===== src/hdl/pps_pkg.sv =====
/*
 Constants for the port priority shutdown pair: register indexes, field positions,
 reset values and timing counts. Assumes a 125 MHz mclk on both ends.
*/
package pps_pkg;
   localparam int NPORT = 4;
   // ****************************************
   // Register indexes; byte address is four times the index.
   // ****************************************
   localparam logic [5:0] REG_INT = 6'h00;
   localparam logic [5:0] REG_SUP_A = 6'h0a;
   localparam logic [5:0] REG_SUP_B = 6'h0b;
   localparam logic [5:0] REG_PWR = 6'h10;
   localparam logic [5:0] REG_PROBE = 6'h14;
   localparam logic [5:0] REG_PRIO_MASK = 6'h15;
   localparam logic [5:0] REG_OPT = 6'h17;
   localparam logic [5:0] REG_PRIO_LO = 6'h27;
   localparam logic [5:0] REG_PRIO_HI = 6'h28;
   localparam logic [5:0] REG_OPMODE = 6'h30;
   localparam int OPT_MULTI_BIT = 4;
   localparam int SUP_SHED_BIT = 1;
   localparam int INT_SUPPLY_BIT = 7;
   localparam int LOWPRI_LSB = 4;
   localparam int PAIR_LSB = 2;
   localparam logic [1:0] MODE_SEMI = 2'h0;
   localparam logic [1:0] MODE_AUTO = 2'h1;
   localparam logic [1:0] MODE_CTRL = 2'h2;
   localparam logic [7:0] PROBE_RST = 8'h0f;
   localparam logic [7:0] OPMODE_RST = 8'h01;
   localparam logic [3:0] CLASS_2P_MAX = 4'h4;
   localparam logic [3:0] CLASS_4P_MIN = 4'h5;
   localparam logic [3:0] CLASS_4P_MAX = 4'h8;
   // ****************************************
   // Timing.
   // ****************************************
   localparam int CLK_MHZ = 125;
   localparam int BIT_TYP_NS = 25000;
   localparam int BIT_MIN_NS = 24000;
   localparam int BIT_MAX_NS = 26000;
   localparam int OFF_MIN_NS = 1000;
   localparam int GAP_NS = 50000;
   localparam int REBUILD_NS = 3000000;
   localparam int BIT_CYC = BIT_TYP_NS * CLK_MHZ / 1000;
   localparam int BIT_MIN_CYC = (BIT_MIN_NS * CLK_MHZ + 999) / 1000;
   localparam int BIT_MAX_CYC = BIT_MAX_NS * CLK_MHZ / 1000;
   localparam int HALF_CYC = BIT_CYC / 2;
   localparam int OFF_CYC = (OFF_MIN_NS * CLK_MHZ + 999) / 1000;
   localparam int GAP_CYC = GAP_NS * CLK_MHZ / 1000;
   localparam int REBUILD_CYC = REBUILD_NS * CLK_MHZ / 1000;
   localparam int CNT_W = 13;
endpackage


===== src/hdl/pps_link_if.sv =====
/*
 Shed line between the host end and the device end.
 Assumes both ends share mclk; the device still synchronises the line.
*/
`timescale 1ns/1ps
interface pps_link_if;
   logic load_shed_input;
   modport host (output load_shed_input);
   modport dev (input load_shed_input);
endinterface


===== src/hdl/pps_shed_dev.sv =====
/*
 Device end: priority shutdown of four ports with 2-pair/4-pair power gating.
 Assumes an Avalon-MM master on the register side and the shed line on the link.
*/
`timescale 1ns/1ps
module pps_shed_dev #(
   parameter int REBUILD_CYC = pps_pkg::REBUILD_CYC
) (
   input wire logic mclk,
   input wire logic rst,
   pps_link_if.dev link,
   input wire logic [7:0] avs_address,
   input wire logic avs_read,
   input wire logic avs_write,
   input wire logic [31:0] avs_writedata,
   input wire logic [3:0] avs_byteenable,
   output logic [31:0] avs_readdata,
   output logic avs_waitrequest,
   input wire logic [3:0] power_request,
   input wire logic [15:0] port_class,
   input wire logic [3:0] power_good,
   input wire logic peer_multi_bit,
   output logic multi_bit_sel,
   output logic [3:0] port_power_en,
   output logic [3:0] probe_allow
);
   localparam int CW = pps_pkg::CNT_W;
   localparam int RW = $clog2(REBUILD_CYC + 1);
   typedef enum logic [2:0] {RX_IDLE, RX_START, RX_DROP, RX_BITS, RX_OFF} pps_rx_e;

   logic [2:0] sync_q;
   logic lvl_q, rise, fall;
   logic ack_q, wr_go, rd_go;
   logic [5:0] idx;
   logic [7:0] rd_val;
   logic [7:0] probe_q, mask_q, opt_q, prio_lo_q, prio_hi_q, opmode_q;
   logic int_q, sup_a_q, sup_b_q;
   logic multi, evt, apply;
   logic [1:0] mode;
   pps_rx_e rx_q;
   logic [CW-1:0] cnt_q;
   logic [1:0] bit_q;
   logic [2:0] code_q;
   logic [RW-1:0] reb_q;
   logic [11:0] tbl_prio_q;
   logic [3:0] tbl_low_q, held_q, on_q, kill, elig, ok;
   logic [11:0] prio_src;

   assign mode = opmode_q[1:0];
   assign multi_bit_sel = opt_q[pps_pkg::OPT_MULTI_BIT];
   assign multi = multi_bit_sel | peer_multi_bit;
   assign port_power_en = on_q;
   assign probe_allow = probe_q[3:0] & ~held_q;

   // ****************************************
   // Shed line synchroniser; a level counts once stages two and three agree.
   // ****************************************
   always_ff @(posedge mclk)
   begin
      if (rst)
         sync_q <= 3'h0;
      else
         sync_q <= {sync_q[1:0], link.load_shed_input};
   end

   assign rise = !lvl_q && sync_q[1] && sync_q[2];
   assign fall = lvl_q && !sync_q[1] && !sync_q[2];

   always_ff @(posedge mclk)
   begin
      if (rst)
         lvl_q <= 1'b0;
      else if (sync_q[1] == sync_q[2])
         lvl_q <= sync_q[2];
   end

   // ****************************************
   // Avalon slave: one wait cycle, then the answer.
   // ****************************************
   assign idx = avs_address[7:2];
   assign avs_waitrequest = (avs_read || avs_write) && !ack_q;
   assign wr_go = avs_write && ack_q && avs_byteenable[0];
   assign rd_go = avs_read && ack_q;

   always_ff @(posedge mclk)
   begin
      if (rst)
         ack_q <= 1'b0;
      else
         ack_q <= (avs_read || avs_write) && !ack_q;
   end

   always_comb
   begin
      rd_val = 8'h00;
      case (idx)
         pps_pkg::REG_INT: rd_val[pps_pkg::INT_SUPPLY_BIT] = int_q;
         pps_pkg::REG_SUP_A: rd_val[pps_pkg::SUP_SHED_BIT] = sup_a_q;
         pps_pkg::REG_SUP_B: rd_val[pps_pkg::SUP_SHED_BIT] = sup_b_q;
         pps_pkg::REG_PWR: rd_val = {power_good & on_q, on_q};
         pps_pkg::REG_PROBE: rd_val = probe_q;
         pps_pkg::REG_PRIO_MASK: rd_val = mask_q;
         pps_pkg::REG_OPT: rd_val = opt_q;
         pps_pkg::REG_PRIO_LO: rd_val = prio_lo_q;
         pps_pkg::REG_PRIO_HI: rd_val = prio_hi_q;
         pps_pkg::REG_OPMODE: rd_val = opmode_q;
         default: rd_val = 8'h00;
      endcase
   end

   always_ff @(posedge mclk)
   begin
      if (rst)
         avs_readdata <= 32'h0;
      else if (avs_read && !ack_q)
         avs_readdata <= {24'h0, rd_val};
   end

   always_ff @(posedge mclk)
   begin
      if (rst)
      begin
         mask_q <= 8'h00;
         opt_q <= 8'h00;
         prio_lo_q <= 8'h00;
         prio_hi_q <= 8'h00;
         opmode_q <= pps_pkg::OPMODE_RST;
      end
      else if (wr_go)
      begin
         if (idx == pps_pkg::REG_PRIO_MASK) mask_q <= avs_writedata[7:0];
         if (idx == pps_pkg::REG_OPT) opt_q <= avs_writedata[7:0];
         if (idx == pps_pkg::REG_PRIO_LO) prio_lo_q <= avs_writedata[7:0];
         if (idx == pps_pkg::REG_PRIO_HI) prio_hi_q <= avs_writedata[7:0];
         if (idx == pps_pkg::REG_OPMODE) opmode_q <= avs_writedata[7:0];
      end
   end

   // In semi-auto mode a single-bit shed drops the probe enables of the
   // ports it held; only a host write brings them back.
   always_ff @(posedge mclk)
   begin
      if (rst)
         probe_q <= pps_pkg::PROBE_RST;
      else if (wr_go && idx == pps_pkg::REG_PROBE)
         probe_q <= avs_writedata[7:0];
      else if (evt && !multi && mode == pps_pkg::MODE_SEMI)
         probe_q[3:0] <= probe_q[3:0] & ~tbl_low_q;
   end

   // ****************************************
   // Event flags, cleared by reading their register; a new event wins.
   // ****************************************
   assign evt = multi ? apply : rise;

   always_ff @(posedge mclk)
   begin
      if (rst)
      begin
         int_q <= 1'b0;
         sup_a_q <= 1'b0;
         sup_b_q <= 1'b0;
      end
      else if (evt)
      begin
         int_q <= 1'b1;
         sup_a_q <= 1'b1;
         sup_b_q <= 1'b1;
      end
      else if (rd_go)
      begin
         if (idx == pps_pkg::REG_INT) int_q <= 1'b0;
         if (idx == pps_pkg::REG_SUP_A) sup_a_q <= 1'b0;
         if (idx == pps_pkg::REG_SUP_B) sup_b_q <= 1'b0;
      end
   end

   // ****************************************
   // Multi-bit code receiver.
   // ****************************************
   always_ff @(posedge mclk)
   begin
      if (rst || !multi)
      begin
         rx_q <= RX_IDLE;
         cnt_q <= '0;
         bit_q <= 2'h0;
         code_q <= 3'h0;
      end
      else
      begin
         cnt_q <= cnt_q + 1'b1;
         case (rx_q)
            RX_IDLE:
            begin
               cnt_q <= '0;
               if (rise) rx_q <= RX_START;
            end
            RX_START:
               if (fall)
               begin
                  cnt_q <= '0;
                  bit_q <= 2'h0;
                  // The start bit is high for half a bit period.
                  if (cnt_q >= CW'(pps_pkg::BIT_MIN_CYC / 2)) rx_q <= RX_BITS;
                  else rx_q <= RX_IDLE;
               end
               else if (cnt_q > CW'(pps_pkg::BIT_MAX_CYC / 2))
                  rx_q <= RX_DROP;
            RX_DROP:
               if (fall) rx_q <= RX_IDLE;
            RX_BITS:
            begin
               // The start fall lies mid-bit, so each full period after it is a bit middle.
               if (cnt_q == CW'(pps_pkg::BIT_CYC - 1))
               begin
                  code_q <= {code_q[1:0], lvl_q};
                  bit_q <= bit_q + 1'b1;
                  if (bit_q == 2'h2)
                  begin
                     cnt_q <= '0;
                     rx_q <= RX_OFF;
                  end
               end
               if (cnt_q == CW'(pps_pkg::BIT_CYC - 1)) cnt_q <= '0;
            end
            RX_OFF:
               if (cnt_q == CW'(pps_pkg::OFF_CYC - 1)) rx_q <= RX_IDLE;
            default:
               rx_q <= RX_IDLE;
         endcase
      end
   end

   assign apply = rx_q == RX_OFF && cnt_q == CW'(pps_pkg::OFF_CYC - 1);

   // ****************************************
   // Priority table: periodic snapshot, held still during a shed event.
   // ****************************************
   always_ff @(posedge mclk)
   begin
      if (rst)
      begin
         reb_q <= '0;
         tbl_prio_q <= 12'h000;
         tbl_low_q <= 4'h0;
      end
      else
      begin
         reb_q <= reb_q + 1'b1;
         if (reb_q == RW'(REBUILD_CYC - 1))
         begin
            reb_q <= '0;
            if (rx_q == RX_IDLE && !lvl_q)
            begin
               tbl_prio_q <= prio_src;
               tbl_low_q <= mask_q[pps_pkg::LOWPRI_LSB +: pps_pkg::NPORT];
            end
         end
      end
   end

   // ****************************************
   // Per-port power gating, shed kill and hold.
   // ****************************************
   for (genvar i = 0; i < pps_pkg::NPORT; i++)
   begin : g_port
      localparam int P = i ^ 1;
      logic [3:0] cls;
      logic lnk;
      assign prio_src[3*i +: 3] = i < 2 ? prio_lo_q[4*(i%2) +: 3] : prio_hi_q[4*(i%2) +: 3];
      assign cls = port_class[4*i +: 4];
      assign lnk = opmode_q[pps_pkg::PAIR_LSB + i/2];
      assign elig[i] = power_request[i] && probe_allow[i] &&
         (lnk ? (cls >= pps_pkg::CLASS_4P_MIN && cls <= pps_pkg::CLASS_4P_MAX)
              : (cls <= pps_pkg::CLASS_2P_MAX));
      assign ok[i] = elig[i] && (!lnk || elig[P]);
      assign kill[i] = (rise && !multi && tbl_low_q[i]) ||
         (apply && tbl_prio_q[3*i +: 3] <= code_q);

      always_ff @(posedge mclk)
      begin
         if (rst)
            on_q[i] <= 1'b0;
         else
            on_q[i] <= ok[i] && !kill[i];
      end

      always_ff @(posedge mclk)
      begin
         if (rst || multi)
            held_q[i] <= 1'b0;
         else if (rise && tbl_low_q[i])
            held_q[i] <= 1'b1;
         else if (!lvl_q && (mode != pps_pkg::MODE_CTRL || probe_q[i]))
            held_q[i] <= 1'b0;
      end
   end
endmodule


===== src/flat_wrapper.sv =====
// flat-port wrapper written by rule: the top's interface ports become plain ports
module pps_shed_dev_flat 
#(
   parameter int REBUILD_CYC = pps_pkg::REBUILD_CYC
)
  (mclk, rst, avs_address, avs_read, avs_write, avs_writedata, avs_byteenable, avs_readdata, avs_waitrequest, power_request, port_class, power_good, peer_multi_bit, multi_bit_sel, port_power_en, probe_allow, link_load_shed_input);
  pps_link_if link_i ();
  input wire logic mclk;
  input wire logic rst;
  input wire logic [7:0] avs_address;
  input wire logic avs_read;
  input wire logic avs_write;
  input wire logic [31:0] avs_writedata;
  input wire logic [3:0] avs_byteenable;
  output logic [31:0] avs_readdata;
  output logic avs_waitrequest;
  input wire logic [3:0] power_request;
  input wire logic [15:0] port_class;
  input wire logic [3:0] power_good;
  input wire logic peer_multi_bit;
  output logic multi_bit_sel;
  output logic [3:0] port_power_en;
  output logic [3:0] probe_allow;
  input wire logic [$bits(link_i.load_shed_input)-1:0] link_load_shed_input;
  assign link_i.load_shed_input = link_load_shed_input;
  pps_shed_dev #(.REBUILD_CYC(REBUILD_CYC)) u_core (.mclk(mclk), .rst(rst), .link(link_i), .avs_address(avs_address), .avs_read(avs_read), .avs_write(avs_write), .avs_writedata(avs_writedata), .avs_byteenable(avs_byteenable), .avs_readdata(avs_readdata), .avs_waitrequest(avs_waitrequest), .power_request(power_request), .port_class(port_class), .power_good(power_good), .peer_multi_bit(peer_multi_bit), .multi_bit_sel(multi_bit_sel), .port_power_en(port_power_en), .probe_allow(probe_allow));
endmodule

===== config.mk =====
export PLATFORM = sky130hd
export DESIGN_NAME = pps_shed_dev_flat
export DESIGN_NICKNAME = d
export VERILOG_FILES = /design/src/hdl/pps_pkg.sv /design/src/hdl/pps_link_if.sv /design/src/hdl/pps_shed_dev.sv /design/src/flat_wrapper.sv
export SDC_FILE = /design/constraint.sdc
export NUM_CORES = 1
export LEC_CHECK = 0
export BUFFER_PORTS_ARGS = -buffer_cell sky130_fd_sc_hd__buf_2
export CAP_MARGIN = 10
export CORE_MARGIN = 2
export CORE_UTILIZATION = 45
export CTS_CLUSTER_DIAMETER = 40
export DETAILED_ROUTE_END_ITERATION = 10
export PLACE_DENSITY_LB_ADDON = 0.25
export SYNTH_ARGS = -nofsm -noshare
export SYNTH_HDL_FRONTEND = slang
export SYNTH_SLANG_ARGS = --single-unit

===== constraint.sdc =====
create_clock -name mclk -period 4.4 [get_ports mclk]
set_input_delay 0.22 -clock mclk [delete_from_list [all_inputs] [get_ports mclk]]
set_output_delay 0.22 -clock mclk [all_outputs]
set_load 0.05 [all_outputs]

Word-level counts from Yosys, hierarchy flattened
Index checks and enable logic that the tools add are counted.
Widths: inputs -> output; s select.

storage, ports and cells
  register bits = 128
  latch bits = 0
  bits in writable memories = 0
  bits in read-only memories = 0
  bits of input ports = 74
  output and inout bits = 42
  word-level logic and storage cells = 228
  memories = 0

cells by class
  add/subtract/negate cells = 3
  $mul = 0
  div/mod/pow operators = 0
  magnitude comparators = 18
  eq/ne operators = 26
  shift-type cells = 0
  muxes and demuxes = 43
  bitwise logic cells = 6
  reduce and logical (&&, ||, !) cells = 103

operators by type and width
  operator               number
  $logic_and 1x1->1      51
  $pmux 13 s3            1
  $pmux 5 s7             1
  $mux 13                2
  $eq 6x5->1 const B     4
  $mux 1                 22
  $mux 3                 7
  $reduce_and 2->1       10
  $reduce_bool 2->1      10
  $add 19x1->19 const B  1
  $eq 19x19->1 const B   1
  $eq 6x6->1 const B     3
  $ge 4x3->1 const B     4
  $le 4x3->1 const B     4
  $le 4x4->1 const B     4
  $logic_or 1x1->1       15
  $pmux 3 s5             1
  $add 13x1->13 const B  1
  $eq 13x12->1 const B   1
  $eq 13x7->1 const B    1
  $ge 13x11->1 const B   1
  $gt 13x11->1 const B   1
  $and 4x4->4            3
  $eq 6x4->1 const B     2
  other kinds (25)       48

Logic depth before layout (Yosys ltp)
  depth in word-level cells = 8
  mapped depth = 8

Worst setup path after synthesis
OpenSTA, ideal clock, no wires.

  path kind = register to register
  start = register u_core.reb_q[0]
  end = register u_core.tbl_prio_q[10]
  arrival = 2.119 ns
  data required time = 4.272 ns
  slack = 2.154 ns
  stages on the path, launching flop included = 8
  path buffers = 1
  cells stage by stage = dfxtp_1 -> ha_1 -> and2_4 -> or4b_4 -> nor4_4 -> buf_6 -> mux2i_1 -> nor2_1

between the ends
  cells in the longest elaborated chain, start to end = 2

ends and longest elaborated chain
  element                            RTL line             text
  start, declared                    pps_shed_dev.sv:44   logic [RW-1:0] reb_q;
  start signal, assigned             pps_shed_dev.sv:250  reb_q <= reb_q + 1'b1;
  $eq 19x19->1                       pps_shed_dev.sv:251  if (reb_q == RW'(REBUILD_CYC - 1))
  $reduce_and 2->1 (no source line)  n/a
  end signal, assigned               pps_shed_dev.sv:256  tbl_prio_q <= prio_src;
  end, declared                      pps_shed_dev.sv:45   logic [11:0] tbl_prio_q;

Every way passes these cells.
A chain may end at the register's enable or synchronous reset.

Worst setup path after layout
  start = register u_core.cnt_q[0]
  end = register u_core.cnt_q[11]

between the ends
  cells in the longest elaborated chain, start to end = 3
  elaborated cells between the ends (all ways) = 5
  classes of those cells = 1 x add/sub; 1 x eq/ne; 3 x mux

ends and longest elaborated chain
  element                                        RTL line                                                       text
  start, declared                                pps_shed_dev.sv:41                                             logic [CW-1:0] cnt_q;
  start signal, assigned                         pps_shed_dev.sv:192                                            cnt_q <= cnt_q + 1'b1;
  $add 13x1->13 or $eq 13x12->1 (tied branches)  pps_shed_dev.sv:192, pps_shed_dev.sv:215, pps_shed_dev.sv:225
  $mux 13, on equally long branches              pps_shed_dev.sv:225, pps_shed_dev.sv:200
  $pmux 13 s3 (*)                                pps_shed_dev.sv:193                                            case (rx_q)

Every way passes the cells marked *; elsewhere a longest branch is shown, timed or not.

==> impl_metrics.ini <==
[route]
drt-total-wl_mm = 15.7
wire_per_inst_um = 15.8
drt_pass1_iterations = 5
drcViolationCount = 0
first_iter_violations = 363
ant_nets = 0
vias = 5538
avgViaCountPerCell = 5.56

[synthesis]
syn-cell-area_um2 = 6380
synth.distinct_cells = 66
seq_area_frac_synth_pct = 40.1
postSynthCellCount = 755
synth-edff-count = 0
synth_flop_cell = dfxtp_1
synth_seq_cells = 128
yosysWarnings = 0
postSynthAreaPerCell_um2 = 8.46
async_reset_ff_share_pct = 0

[placed_design]
place_hpwl_mm = 11.3
placed_area_um2 = 6700
place.gp.congestion = 0.892
port_buffers = 62

[cts]
cts_resized = 0
htree_levels = 4
cts_root_buf = clkbuf_16
cts_tree = done
clock_latency_ns = 0.42
clockBufferDepth = 2
clock_sinks = 128
cts_buffers = 17
cts_setup_buffers = 0
clkTransAtPathRegs_ns = 0.05
hold_buffers = 0

[pwr]
ir_drop_mv = 0.255
power_frac_comb_pct = 6.0
power_frac_seq_pct = 40.9
p_clk_share_pct = 53.1
swShare_pct = 23.3
p_per_area_nw_per_um2 = 391
internal-power_uw = 2210
switchingPower_uw = 669
leakagePower_uw = 0.00260

[global_route]
grt_usage_pct = 21.2
grt_max_degree = 85
use_met3_pct = 4.84
grt_pass1_vias = 5002
grt_use_met2_pct = 35.3
grt_pass1_wl_mm = 25.0
antenna_found_initial = 0
met1_usage_pct = 26.7
grt-ovfl-total = 0
top_usage_layer = met2

[sta]
report.final.slew_viol_count = 0
finalSetupTns_ns = 0
fmax_mhz = 382
rsz0062_at_grt = no
tightestPinTransition_ns = 1.03
hold_viol = 0
fin_skew_ns = 0.0111
post-route-period-util_pct = 59.6
fin_crit_ns = 2.62
setup_viol = 0
slew_headroom_pct = 30.9

[floorplanning]
start_util_pct = 46.0
core_area_um2 = 13900
placement_rows = 43
die_area_um2 = 15200
die_h_um = 123
dieWidth_um = 123
ios = 116

[setup_path]
crit_type = reg2reg
cp.arrival_ns = 2.88
worst-path-max-fanout = 13
crit_required_ns = 4.66
cp-start-kind = flop
crit_path_end_kind = flop

[final_layout]
layout_common_cells = dfxtp_1, nor2_1, nand2_1
final_common_cell = dfxtp_1
fin_util_pct = 53.0
syn2layout_area_growth_pct = 15.2
finalNetCount = 894
final_layout_size_suffix_gt1_share_pct = 13.7
antenna_cells = 0
fill_cells = 1295
design_area_um2 = 7360

[min_path]
hold_class = in2reg

[run]
cap_violations = 0

[run_status]
status = complete, no violations
## logic make-up (layout without fill, tap and decap cells)
family                     Yosys count  in the layout  share of synthesized area (%)
AOI/OAI and AO/OA                  138            138                           14.1
xor gates and xnor gates            27             27                           3.70
muxes                               42             42                           6.62
DFF                                128            128                           40.1
adders and majority gates           17             17                           3.33
and+or+nand+nor                    318            318                           25.4
buffers and inverters               84            122                           6.61
other                                1             24                         0.0587
## synth_stat cells, drive strengths merged, types with 4 or more instances
library cell	count	area (µm²)
nor4	12	90.1
a31oi	5	31.3
nor4b	4	35.0
a211oi	8	65.1
xnor2	17	149
o21ai	23	115
o21a	4	30.0
inv	24	90.1
and3	13	83.8
nor3	15	75.1
nor2	100	375
buf	31	221
a21oi	50	250
a32oi	4	35.0
and2	8	52.6
o211ai	4	30.0
o31ai	6	50.1
mux2i	40	400
nor2b	18	113
a22o	10	87.6
nand3	43	215
a22oi	9	67.6
nand3b	4	30.0
clkbuf	29	110
dfxtp	128	2560
nand2b	4	25.0
nand4bb	4	45.0
and4	6	52.6
nand2	65	244
ha	17	213
nor3b	5	42.5
xor2	10	87.6
## worst max-delay path, stage by stage, from the launching register on
cell and delay [ns]:
dfxtp_1 0.38, inv_1 0.09, ha_1 0.18, nand3b_1 0.12, nor4_1 0.61, a31oi_1 0.19, o21ai_1 0.78, nor2_1 0.12
## final timing paths
| kind | cells past startpoint | startpoint | slack, ns | end |
|---|---|---|---|---|
| hold reg to reg | 1 | u_core.sync_q[0]$_SDFF_PP0_ | 0.43 | u_core.sync_q[1]$_SDFF_PP0_ |
| setup / recovery | 7 | u_core.cnt_q[0]$_SDFF_PP0_ | 1.78 | u_core.cnt_q[11]$_SDFF_PP0_ |
| setup reg to reg | 7 | u_core.cnt_q[0]$_SDFF_PP0_ | 1.78 | u_core.cnt_q[11]$_SDFF_PP0_ |
| hold / removal | 2 | link_load_shed_input | 0.03 | u_core.sync_q[0]$_SDFF_PP0_ |
## power groups by stage
stage	Sequential (µW)	Combinational, µW	Clock [µW]
after global routing	1180	186	1600
after detailed placement	1200	170	0
after CTS	1180	170	1540
after global placement	1200	167	0
after floorplan	1210	120	0
final	1180	172	1530
## flip-flops by register name, summed over array words and instances (netlist names)
signal,cells
u_core.tbl_prio_q,12
u_core.probe_q,8
u_core.tbl_low_q,4
u_core.code_q,3
u_core.sup_b_q,1
u_core.prio_lo_q,8
u_core.avs_readdata,8
u_core.port_power_en,4
u_core.sup_a_q,1
u_core.mask_q,8
u_core.reb_q,19
u_core.ack_q,1
u_core.held_q,4
u_core.sync_q,3
u_core.int_q,1
u_core.bit_q,2
u_core.opmode_q,8
u_core.cnt_q,13
u_core.prio_hi_q,8
u_core.lvl_q,1
u_core.opt_q,8
u_core.rx_q,3
## routing by layer
metal | part of all wire [%] | up-vias | wire (µm)
met5 | 0 | - | 0
met4 | 2.5 | 0 | 395
met3 | 5.5 | 25 | 866
met2 | 48 | 177 | 7540
met1 | 44 | 2604 | 6900
li1 | - | 2732 | -
## final cells by class
type                       count  area, µm²  area share [%]
clock buffer                  20        467            6.34
clock inverter                12        181            2.47
inverter                      24       90.1            1.22
multi-input combinational    566       3490            47.4
sequential                   128       2560            34.8
tap                          180        225            3.06
timing repair buffer          66        344            4.68
## metrics by stage
stage	total power [µW]	hold WS, ns	worst slack, ns	std cells
final	2870	0.0298	1.78	996
after global routing	2960	0.0187	1.53	996
after CTS	2890	0.0215	1.78	995
after detailed placement	1370	0.424	1.82	963
after global placement	1370	0.426	1.83	963
after floorplan	1330	0.341	2.15	778
Power figures use the tool's default switching activity.
